==> src/arpd_pkg.sv <==
// Package for the converter reset and power-down controller
package arpd_pkg;
	// Quantizer comparator pattern forced during hard reset
	localparam logic [3:0] COMP_RESET_PATTERN = 4'h3;
	// Phase-delay setting after hard reset
	localparam logic [7:0] PHASE_RESET = 8'h00;
	// Power-down field reset value and run code
	localparam logic [1:0] PD_FIELD_RESET = 2'h0;
	localparam logic [1:0] PD_FIELD_RUN = 2'h0;
	// Bit of the power-down field that joins the full-shutdown decode
	localparam int PD_FULL_BIT = 0;
	// Decimation filter settling time in ns and its cycle count at 100 MHz
	localparam int CLK_PERIOD_NS = 10;
	localparam int SETTLE_TIME_NS = 3000;
	localparam int SETTLE_CYCLES = (SETTLE_TIME_NS + CLK_PERIOD_NS - 1) / CLK_PERIOD_NS;
	// Width of the conversion data word
	localparam int DATA_W = 24;

	// Power state, Gray coded along run -> settle -> down -> full
	typedef enum logic [1:0] {
		ARPD_RUN = 2'h0,
		ARPD_SETTLE = 2'h1,
		ARPD_DOWN = 2'h3,
		ARPD_FULL = 2'h2
	} arpd_state_t;

	// Configuration bits that steer the power state
	typedef struct packed {
		logic [1:0] pd_field;
		logic external_reference_select;
		logic external_clock_select;
	} arpd_cfg_t;

	// Enables sent to the analog and clock domains
	typedef struct packed {
		logic bias_en;
		logic core_clk_en;
		logic input_clk_en;
		logic vref_en;
		logic supply_mon_en;
		logic clk_prop_en;
	} arpd_power_t;
endpackage

==> src/arpd_ctrl.sv <==
// Converter reset and power-down controller
//
// Overview of operation
// - Power-on reset or low reset pin in serial mode restores every register default.
// - In two-wire mode the reset pin does nothing; host uses watchdog reset.
// - Hard reset forces comparator outputs to 0011 and clears conversion data.
// - Hard reset clears the decimation filter and both output buffer stages.
// - Hard reset holds serial interface in reset; host makes no transfers.
// - Clearing power-down field re-enables bias, clock, logic; ready only after settling.
// - Shutdown entered only in serial mode via power-down field; configuration kept.
// - In shutdown output data is all zeros and no ready pulse occurs.
// - Phase-delay setting survives shutdown and applies again afterwards.
// - Shutdown gates clock from input structure and core; restored on resume.
// - Field bit 0 with both external selects gives full shutdown, all off.
// - Full shutdown only in serial mode; serial interface stays active.
// - Any of field or either select returning to zero re-enables supply monitors.
`timescale 1ns/1ns
`default_nettype none

module arpd_ctrl #(
	parameter int SETTLE_CYC = arpd_pkg::SETTLE_CYCLES
) (
	input wire logic clk_in, // Master clock
	input wire logic srst_in, // Synchronous power-on reset
	input wire logic reset_n_in, // Reset pin, active low
	input wire logic two_wire_mode_in, // High when two-wire interface is selected
	input wire logic cfg_we_in, // Configuration write strobe from serial port
	input wire arpd_pkg::arpd_cfg_t cfg_in, // Configuration write data
	input wire logic [7:0] phase_delay_in, // Phase-delay write data
	input wire logic phase_we_in, // Phase-delay write strobe
	input wire logic sample_in, // Filter produced a new sample
	input wire logic [arpd_pkg::DATA_W-1:0] sample_data_in, // New sample value
	output logic hard_reset_out, // Hard reset to whole digital side
	output logic serial_reset_out, // Holds serial interface in reset
	output logic filter_clear_out, // Clears filter and both output stages
	output logic [3:0] comp_force_out, // Forced comparator pattern
	output logic comp_force_en_out, // Comparator force enable
	output arpd_pkg::arpd_cfg_t cfg_out, // Current configuration bits
	output logic [7:0] phase_delay_out, // Held phase-delay setting
	output arpd_pkg::arpd_power_t power_out, // Power and clock enables
	output logic [arpd_pkg::DATA_W-1:0] data_out, // Output data word
	output logic sample_ready_pulse_out // One-cycle sample-ready pulse
);
	// The settle counter is 16 bits, and the ready gap needs two settle cycles
	if (SETTLE_CYC < 2 || SETTLE_CYC > 65536) begin : g_bad_settle
		$error("SETTLE_CYC must lie between 2 and 65536");
	end

	////////////////////////////////////////////////////////////////////////////
	// Reset and decode
	arpd_pkg::arpd_state_t state_reg;
	arpd_pkg::arpd_state_t state_next;
	arpd_pkg::arpd_cfg_t cfg_reg;
	logic [7:0] phase_reg;
	logic [15:0] settle_cnt_reg;
	wire logic pin_reset;
	wire logic hard_rst;
	wire logic pd_any;
	wire logic full_req;
	wire logic cfg_write_ok;
	wire logic settle_done;

	// The pin only resets in serial mode; two-wire mode relies on watchdog
	assign pin_reset = !reset_n_in && !two_wire_mode_in;
	assign hard_rst = srst_in || pin_reset;
	// Writes arrive only over serial mode, and never while in hard reset
	assign cfg_write_ok = cfg_we_in && !two_wire_mode_in && !hard_rst;
	assign pd_any = |cfg_reg.pd_field;
	assign full_req = cfg_reg.pd_field[arpd_pkg::PD_FULL_BIT]
		&& cfg_reg.external_reference_select
		&& cfg_reg.external_clock_select;
	assign settle_done = settle_cnt_reg >= 16'(SETTLE_CYC - 1);

	////////////////////////////////////////////////////////////////////////////
	// Power state machine
	always_comb begin
		state_next = state_reg;
		unique case (state_reg)
			arpd_pkg::ARPD_RUN: begin
				if (full_req) state_next = arpd_pkg::ARPD_FULL;
				else if (pd_any) state_next = arpd_pkg::ARPD_DOWN;
			end
			arpd_pkg::ARPD_SETTLE: begin
				if (full_req) state_next = arpd_pkg::ARPD_FULL;
				else if (pd_any) state_next = arpd_pkg::ARPD_DOWN;
				else if (settle_done) state_next = arpd_pkg::ARPD_RUN;
			end
			arpd_pkg::ARPD_DOWN: begin
				if (full_req) state_next = arpd_pkg::ARPD_FULL;
				else if (!pd_any) state_next = arpd_pkg::ARPD_SETTLE;
			end
			arpd_pkg::ARPD_FULL: begin
				if (!full_req && pd_any) state_next = arpd_pkg::ARPD_DOWN;
				else if (!pd_any) state_next = arpd_pkg::ARPD_SETTLE;
			end
		endcase
	end

	// State, configuration and settle counter
	always_ff @(posedge clk_in) begin
		if (hard_rst) begin
			state_reg <= arpd_pkg::ARPD_RUN;
			cfg_reg <= '{arpd_pkg::PD_FIELD_RESET, 1'b0, 1'b0};
			phase_reg <= arpd_pkg::PHASE_RESET;
			settle_cnt_reg <= 16'h0000;
		end else begin
			state_reg <= state_next;
			// Configuration changes only by writes, never by shutdown itself
			if (cfg_write_ok) cfg_reg <= cfg_in;
			if (phase_we_in && !two_wire_mode_in) phase_reg <= phase_delay_in;
			if (state_reg == arpd_pkg::ARPD_SETTLE) settle_cnt_reg <= settle_cnt_reg + 16'h0001;
			else settle_cnt_reg <= 16'h0000;
		end
	end

	////////////////////////////////////////////////////////////////////////////
	// Registered outputs
	wire logic running;
	wire logic full_next;
	assign running = (state_next == arpd_pkg::ARPD_RUN);
	assign full_next = (state_next == arpd_pkg::ARPD_FULL);

	// Every output is a flop so downstream gating sees no glitches
	always_ff @(posedge clk_in) begin
		hard_reset_out <= hard_rst;
		serial_reset_out <= hard_rst;
		filter_clear_out <= hard_rst || !running;
		comp_force_en_out <= hard_rst;
		comp_force_out <= arpd_pkg::COMP_RESET_PATTERN;
		cfg_out <= cfg_reg;
		phase_delay_out <= phase_reg;
		if (hard_rst) begin
			power_out <= '{1'b1, 1'b1, 1'b1, 1'b1, 1'b1, 1'b1};
			data_out <= '0;
			sample_ready_pulse_out <= 1'b0;
		end else begin
			// Bias and core clock return on leaving shutdown, during settling too
			power_out.bias_en <= !pd_any;
			power_out.core_clk_en <= !pd_any;
			power_out.input_clk_en <= !pd_any;
			power_out.vref_en <= !full_next;
			power_out.supply_mon_en <= !full_req;
			power_out.clk_prop_en <= !full_req;
			// Data flushed outside run; no ready until filter has settled
			if (!running) data_out <= '0;
			else if (sample_in) data_out <= sample_data_in;
			sample_ready_pulse_out <= running && sample_in;
		end
	end
endmodule

`default_nettype wire

==> config.mk <==
export PLATFORM = sky130hd
export DESIGN_NAME = arpd_ctrl
export DESIGN_NICKNAME = d
export VERILOG_FILES = /design/src/arpd_pkg.sv /design/src/arpd_ctrl.sv
export SDC_FILE = /design/constraint.sdc
export NUM_CORES = 1
export LEC_CHECK = 0
export CAP_MARGIN = 20
export CORE_MARGIN = 2
export CORE_UTILIZATION = 40
export DETAILED_ROUTE_END_ITERATION = 10
export DONT_BUFFER_PORTS = 1
export PLACE_DENSITY = 0.57
export SLEW_MARGIN = 20
export SYNTH_ARGS = -nofsm -noshare
export SYNTH_HDL_FRONTEND = slang
export SYNTH_SLANG_ARGS = --single-unit
==> constraint.sdc <==
create_clock -name clk_in -period 2.79 [get_ports clk_in]
set_clock_uncertainty 0.2 [all_clocks]
set_input_delay 0.279 -clock clk_in [delete_from_list [all_inputs] [get_ports clk_in]]
set_output_delay 0.279 -clock clk_in [all_outputs]
set_load 0.01 [all_outputs]
==> flow_summary.ini, run 1 <==
[floorplanning]
dieArea_um2 = 7490
io-pin-count = 94
initial_core_util_pct = 40.8
chipHeight_um = 86.5
placement_rows = 30
placeable_core_area_um2 = 6680
chipWidth_um = 86.5

[critical_path]
critPathMaxFanout = 10
worst-path-stages = 3
cpLargestDelayFamily = simple AND/OR/NAND/NOR gates
cp_cell_sequence = nand4_1, nor4_1, mux2i_1
slowest_delay_ns = 0.48
worstSetupStartpoint = settle_cnt_reg[2]
worst_ep_arrival_time_ns = 1.84
crit_buf_inv = 0
worstReg2RegStart = settle_cnt_reg[2]
type_of_destination_of_the_critical_path = register
timing.critical_path.slowest_stage_cell = nor4_1
r2r.worst_path.cells = 3
cp-start-kind = register
worst-endpoint-required_ns = 2.85
timing_worst_setup_path_type = reg2reg

[sta]
max_slew.worst_pin.slew_ns = 0.518
period_share_pct = 63.5
setup_tns_ns = 0
period_needed_ns = 1.77
worst_rel_slew_slack_pct = 65.4
hold_viol_final = 0
timing.final.setup_violations = 0
fmax_ghz = 0.565
timing.final.ws_setup_ns = 1.02
grt_setup_unrepaired = false
finalMaxSlewViolations = 0

[place]
placed_cells_incl_taps = 317
place_congestion = 0.706
place.port_buffers = 0
preCtsSetupSlack_ns = 1.03
hpwl_detailed_mm = 3.27

[cts]
path_clk_slew_ns = 0.07
tritoncts = yes
h-tree-depth = 3
clkSinkCount = 72
clock_insertion_delay_worst_skew_ns = 0.34
post_cts.resized_instances = 0
clk_path_buf_depth = 2
clock-root-buffer = clkbuf_8
tritoncts.num_buffers = 9

[grt]
grt_start_max_net_pins = 27
grtUsageMet2_pct = 21.5
global_route.usage.met3_pct = 5.62
antenna_violations_before_repair = 0
grt_pass1_wl_mm = 8.18
grt-busiest-layer = met2
groute.layer.met1.usage_pct = 17.3
first_global_vias = 1797
grtUsageTotal_pct = 14.2
grt_overflow_total = 0

[power]
powerDensity_nw_per_um2 = 625
netSwitchingPower_mw = 0.492
share_clk_of_total_power_pct = 38.9
p_leak_nw = 1.23
total_power_mw = 2.05
power.switching_fraction_pct = 24.0
vdd_ir_drop_max_mv = 0.394
internal_power_mw = 1.55
combinationalPowerShare_pct = 7.2
sequentialPowerShare_pct = 53.8

[logic_synthesis]
share_of_synthesized_area_spent_on_multiplexers_pct = 14.3
xor_xnor_cell_area_share_of_the_yosys_netlist_pct = 0.965
mappedNetlistArea_um2 = 2720
synth_adder_area_share_pct = 0.459
largest_family_of_logic_cells_by_synthesized_area = multiplexers
yosys_register_bits = 72
postSynthCellCount = 258
synth-seq-area-share_pct = 52.9
ys.warnings.count = 0
syn_avg_cell_area_um2 = 10.6
synth_compound_gate_area_share_pct = 12.6
post_synth_num_cell_types = 40
synth_simple_gate_area_share_pct = 11.9

[detailed_routing]
drc = 0
firstDrtPassIters = 4
initialDrtViolationCount = 72
route.final.wire_length_mm = 5.25
ant_nets = 0
detailroute.via_count = 1905
drt-wirelength-per-cell_um = 14.2
routed_via_density = 5.16

[cells_and_area]
finish.net_count = 328
number_of_flip_flops_under_the_largest_register_name = 24
antenna_cells_inserted = 0
p_r_area_growth_vs_syn_pct = 20.2
drive_gt1_share_pct = 9.69
filler_cell_count = 612
fin_cells = 369

[worst_hold_path]
min_path_cells = 2
worstHoldStart = sample_data_in[10]
hold_class = in2reg

[job]
cap_viol_max_count = 0

[run_status]
result_of_the_run = complete, no violations
## repair_timing
action	CTS	global route
endpoints found under the hold margin	36	0
hold buffers	36	0
setup buffers	0	0
## metal layers
metal,wire (µm),vias to the layer above
met5,0,-
met4,99,0
met3,352,7
met2,2360,61
met1,2440,874
li1,-,963
## worst paths after layout
kind / endpoint / slack (ns)
min reg2reg: phase_delay_out[1] / 0.15
max: settle_cnt_reg[15] / 1.02
max reg2reg: settle_cnt_reg[15] / 1.02
min: data_out[10] / 0.03
## power by group through the flow
stage          sequential, mW  combinational (mW)  clock [mW]
3_3_place_gp             1.13              0.0981           0
4_1_cts                  1.10               0.148       0.824
3_5_place_dp             1.13              0.0981           0
6_report                 1.10               0.148       0.797
2_1_floorplan            1.12               0.101           0
5_1_grt                  1.11               0.164       0.861
## logic make-up (layout without fill, tap and decap cells)
family                     count (synthesis)  in the layout
other                                      2              4
DFF                                       72             72
adders and majority gates                  1              1
muxes                                     39             39
buffers and inverters                     33             62
xor gates and xnor gates                   3              3
and+or+nand+nor                           59             59
AOI/OAI and AO/OA                         49             49
## synth_stat cells
| library cell | instances | area share (%) |
|---|---|---|
| o211a_1 | 1 | 0.37 |
| o21ai_0 | 5 | 0.92 |
| dfxtp_1 | 72 | 53 |
| clkbuf_1 | 7 | 0.96 |
| xnor2_1 | 2 | 0.64 |
| nor2b_1 | 3 | 0.69 |
| nand4_2 | 1 | 0.46 |
| o31ai_1 | 4 | 1.1 |
| buf_2 | 9 | 1.7 |
| buf_4 | 9 | 2.5 |
| or2_2 | 2 | 0.46 |
| nor4b_1 | 1 | 0.32 |
| nor4_1 | 4 | 0.92 |
| mux2i_1 | 39 | 14 |
| ha_1 | 1 | 0.46 |
| a211o_2 | 1 | 0.37 |
| and3_1 | 1 | 0.23 |
| inv_1 | 6 | 0.83 |
| conb_1 | 2 | 0.28 |
| buf_6 | 1 | 0.41 |
| a21boi_0 | 1 | 0.28 |
| nand4_1 | 2 | 0.46 |
| nor2_1 | 16 | 2.2 |
| a21o_1 | 1 | 0.28 |
| a211oi_1 | 25 | 6.9 |
| buf_1 | 1 | 0.14 |
| nand3_1 | 8 | 1.5 |
| o211ai_1 | 1 | 0.28 |
| nand3b_1 | 3 | 0.83 |
| nand3_2 | 1 | 0.37 |
| nor3_1 | 1 | 0.18 |
| o21ai_2 | 1 | 0.32 |
| xor2_1 | 1 | 0.32 |
| or3_1 | 4 | 0.92 |
| nor3b_1 | 1 | 0.28 |
| or4_1 | 4 | 1.1 |
| a21oi_1 | 8 | 1.5 |
| nand2_1 | 6 | 0.83 |
| and2_1 | 1 | 0.23 |
| o21ba_2 | 1 | 0.37 |
## area by class of cell
cell class	instances	area, µm²	area share [%]
Sequential cell	72	1440	44.0
Timing Repair Buffer	40	400	12.2
Clock buffer	9	124	3.78
Inverter	6	22.5	0.688
Clock inverter	7	72.6	2.22
Tap cell	80	100	3.06
Multi-Input combinational cell	155	1110	34.0
## placed cells by master (no fill, tap or decap), types with 2 or more instances in the layout
cell,count
nand2_1,6
o21ai_0,5
nand3b_1,3
a211oi_1,25
a21oi_1,8
clkbuf_8,9
nor4_1,4
clkinv_2,2
inv_1,6
mux2i_1,39
or4_1,4
o31ai_1,4
nor2b_1,3
clkinvlp_4,2
dlygate4sd3_1,35
or3_1,4
clkinv_4,2
xnor2_1,2
conb_1,4
or2_2,2
nand4_1,2
dfxtp_1,72
nor2_1,16
nand3_1,8
buf_4,4
## stage by stage
step / hold WS [ns] / utilization [%] / cell area (µm²)
after floorplan: 0.130 / - / 2730
after global placement: 0.134 / 40.5 / 2710
after detailed placement: 0.138 / 40.5 / 2710
after CTS: 0.0145 / 49.0 / 3270
after global routing: 0.0301 / 49.0 / 3270
final: 0.0330 / 49.0 / 3270
No activity file was read; power rests on OpenSTA's default activity.
==> run 2: changes to the inputs <==
Clock period 2.79 ns to 1.7 ns, I/O delays scaled along.
==> run 2 against run 1 <==
Against the previous run:
- critical path depth rose by 1
- global-route usage rose by 1.0 points
- via count rose by 3.5%
- largest cell class unchanged
- largest power group unchanged
==> flow_summary.ini, run 2 (synthesized netlist as in run 1, its figures left out) <==
[power]
sequentialPowerShare_pct = 50.9
power.switching_fraction_pct = 23.2
share_clk_of_total_power_pct = 41.3
internal_power_mw = 2.73
combinationalPowerShare_pct = 7.7
powerDensity_nw_per_um2 = 1020
total_power_mw = 3.55
p_leak_nw = 1.32
netSwitchingPower_mw = 0.824
vdd_ir_drop_max_mv = 0.744

[place]
place_congestion = 0.766
hpwl_detailed_mm = 3.45
place.port_buffers = 0

[detailed_routing]
firstDrtPassIters = 4
initialDrtViolationCount = 96
drc = 0
detailroute.via_count = 1972
ant_nets = 0
drt-wirelength-per-cell_um = 14.6
routed_via_density = 5.12
route.final.wire_length_mm = 5.63

[floorplanning]
placement_rows = 30
chipHeight_um = 86.5
io-pin-count = 94
initial_core_util_pct = 40.8
placeable_core_area_um2 = 6680
dieArea_um2 = 7490
chipWidth_um = 86.5

[run_status]
result_of_the_run = complete, no violations

[grt]
grtUsageTotal_pct = 15.2
antenna_violations_before_repair = 0
first_global_vias = 1902
grt_pass1_wl_mm = 8.84
grt_start_max_net_pins = 27
grt_overflow_total = 0

[critical_path]
crit_buf_inv = 0
cp_cell_sequence = ha_4, nand3_4, or4_1, a21oi_2
critPathMaxFanout = 8
slowest_delay_ns = 0.54
worst-endpoint-required_ns = 1.77
r2r.worst_path.cells = 4
cp-start-kind = register
type_of_destination_of_the_critical_path = register
cpLargestDelayFamily = simple AND/OR/NAND/NOR gates
worst-path-stages = 4
timing_worst_setup_path_type = reg2reg
worst_ep_arrival_time_ns = 1.67
timing.critical_path.slowest_stage_cell = or4_1

[sta]
period_share_pct = 94.3
fmax_ghz = 0.624
period_needed_ns = 1.60
timing.final.setup_violations = 0
hold_viol_final = 0
setup_tns_ns = 0
worst_rel_slew_slack_pct = 64.2
finalMaxSlewViolations = 0
max_slew.worst_pin.slew_ns = 0.536
grt_setup_unrepaired = false

[cts]
post_cts.repair.setup_buffers = 0
path_clk_slew_ns = 0.07
clk_path_buf_depth = 2
clkSinkCount = 72
clock_insertion_delay_worst_skew_ns = 0.34
clock-root-buffer = clkbuf_8
h-tree-depth = 3
tritoncts = yes
tritoncts.num_buffers = 9

[cells_and_area]
layout_common_cells = 69 x dfxtp_1, 41 x dlygate4sd3_1, 39 x mux2i_1
drive_gt1_share_pct = 14.1
number_of_flip_flops_under_the_largest_register_name = 24
antenna_cells_inserted = 0
finish.net_count = 344
final_core_util_pct = 52.3
most_common_cell_after_layout_fill_and_taps_aside = dfxtp_1
p_r_area_growth_vs_syn_pct = 28.2

[job]
cap_viol_max_count = 0

[worst_hold_path]
hold_class = in2reg
min_path_cells = 2
## run 2: changes by cell type in the layout (fill, tap and decap cells not counted), sizes merged
cell	change
clkinv	-1
buf	+10
inv	+1
dlygate4sd3	+6
clkinvlp	-1
bufinv	+1
## run 2: worst paths after layout
check	start	end	slack, ns
setup / recovery	settle_cnt_reg[0]	settle_cnt_reg[10]	0.1
hold reg to reg	phase_reg[3]	phase_delay_out[3]	0.15
setup reg to reg	settle_cnt_reg[0]	settle_cnt_reg[10]	0.1
hold / removal	srst_in	power_out[3]	0.02
## run 2: through the flow
stage                     worst slack [ns]  area, µm²  std cells  hold slack [ns]
after floorplan                     0.0390       2730        260            0.117
after global placement              0.0397       2810        327           0.0933
after detailed placement          -0.00932       2810        327           0.0981
after CTS                           0.0237       3470        385           0.0181
after global routing              0.000218       3490        385           0.0274
final                               0.0974       3490        385           0.0249
## run 2: repair_timing
item                                    CTS  global route
hold buffers                             42             0
endpoints found under the setup margin    2            12
hold endpoints to repair                 37             0
resized for setup                         2             6
## run 2: power groups by stage
stage	Clock (mW)	Combinational (mW)	Sequential, mW
final	1.47	0.275	1.81
after global routing	1.58	0.303	1.82
after CTS	1.51	0.273	1.81
after detailed placement	0	0.178	1.85
after global placement	0	0.176	1.85
after floorplan	0	0.166	1.83
## run 2: layout make-up
cell class | instances | area [µm²]
Fill cell | 584 | 3190
Clock inverter | 7 | 95.1
Inverter | 6 | 22.5
Tap cell | 80 | 100
Clock buffer | 9 | 124
Multi-Input combinational cell | 155 | 1150
Timing Repair Buffer | 56 | 561
Sequential cell | 72 | 1450
## run 2: worst register-to-register path, stage by stage, from the launching register on
cell,delay (ns)
dfxtp_2,0.37
ha_4,0.17
nand3_4,0.11
or4_1,0.54
a21oi_2,0.14
## run 2: per-layer routing
| layer | part of all wire, % | up-vias | global-route usage (%) |
|---|---|---|---|
| met5 | 0 | - | 0 |
| met4 | 1.5 | 0 | 5.11 |
| met3 | 7.0 | 6 | 6.38 |
| met2 | 48 | 77 | 25.0 |
| met1 | 43 | 893 | 17.9 |
| li1 | - | 996 | - |
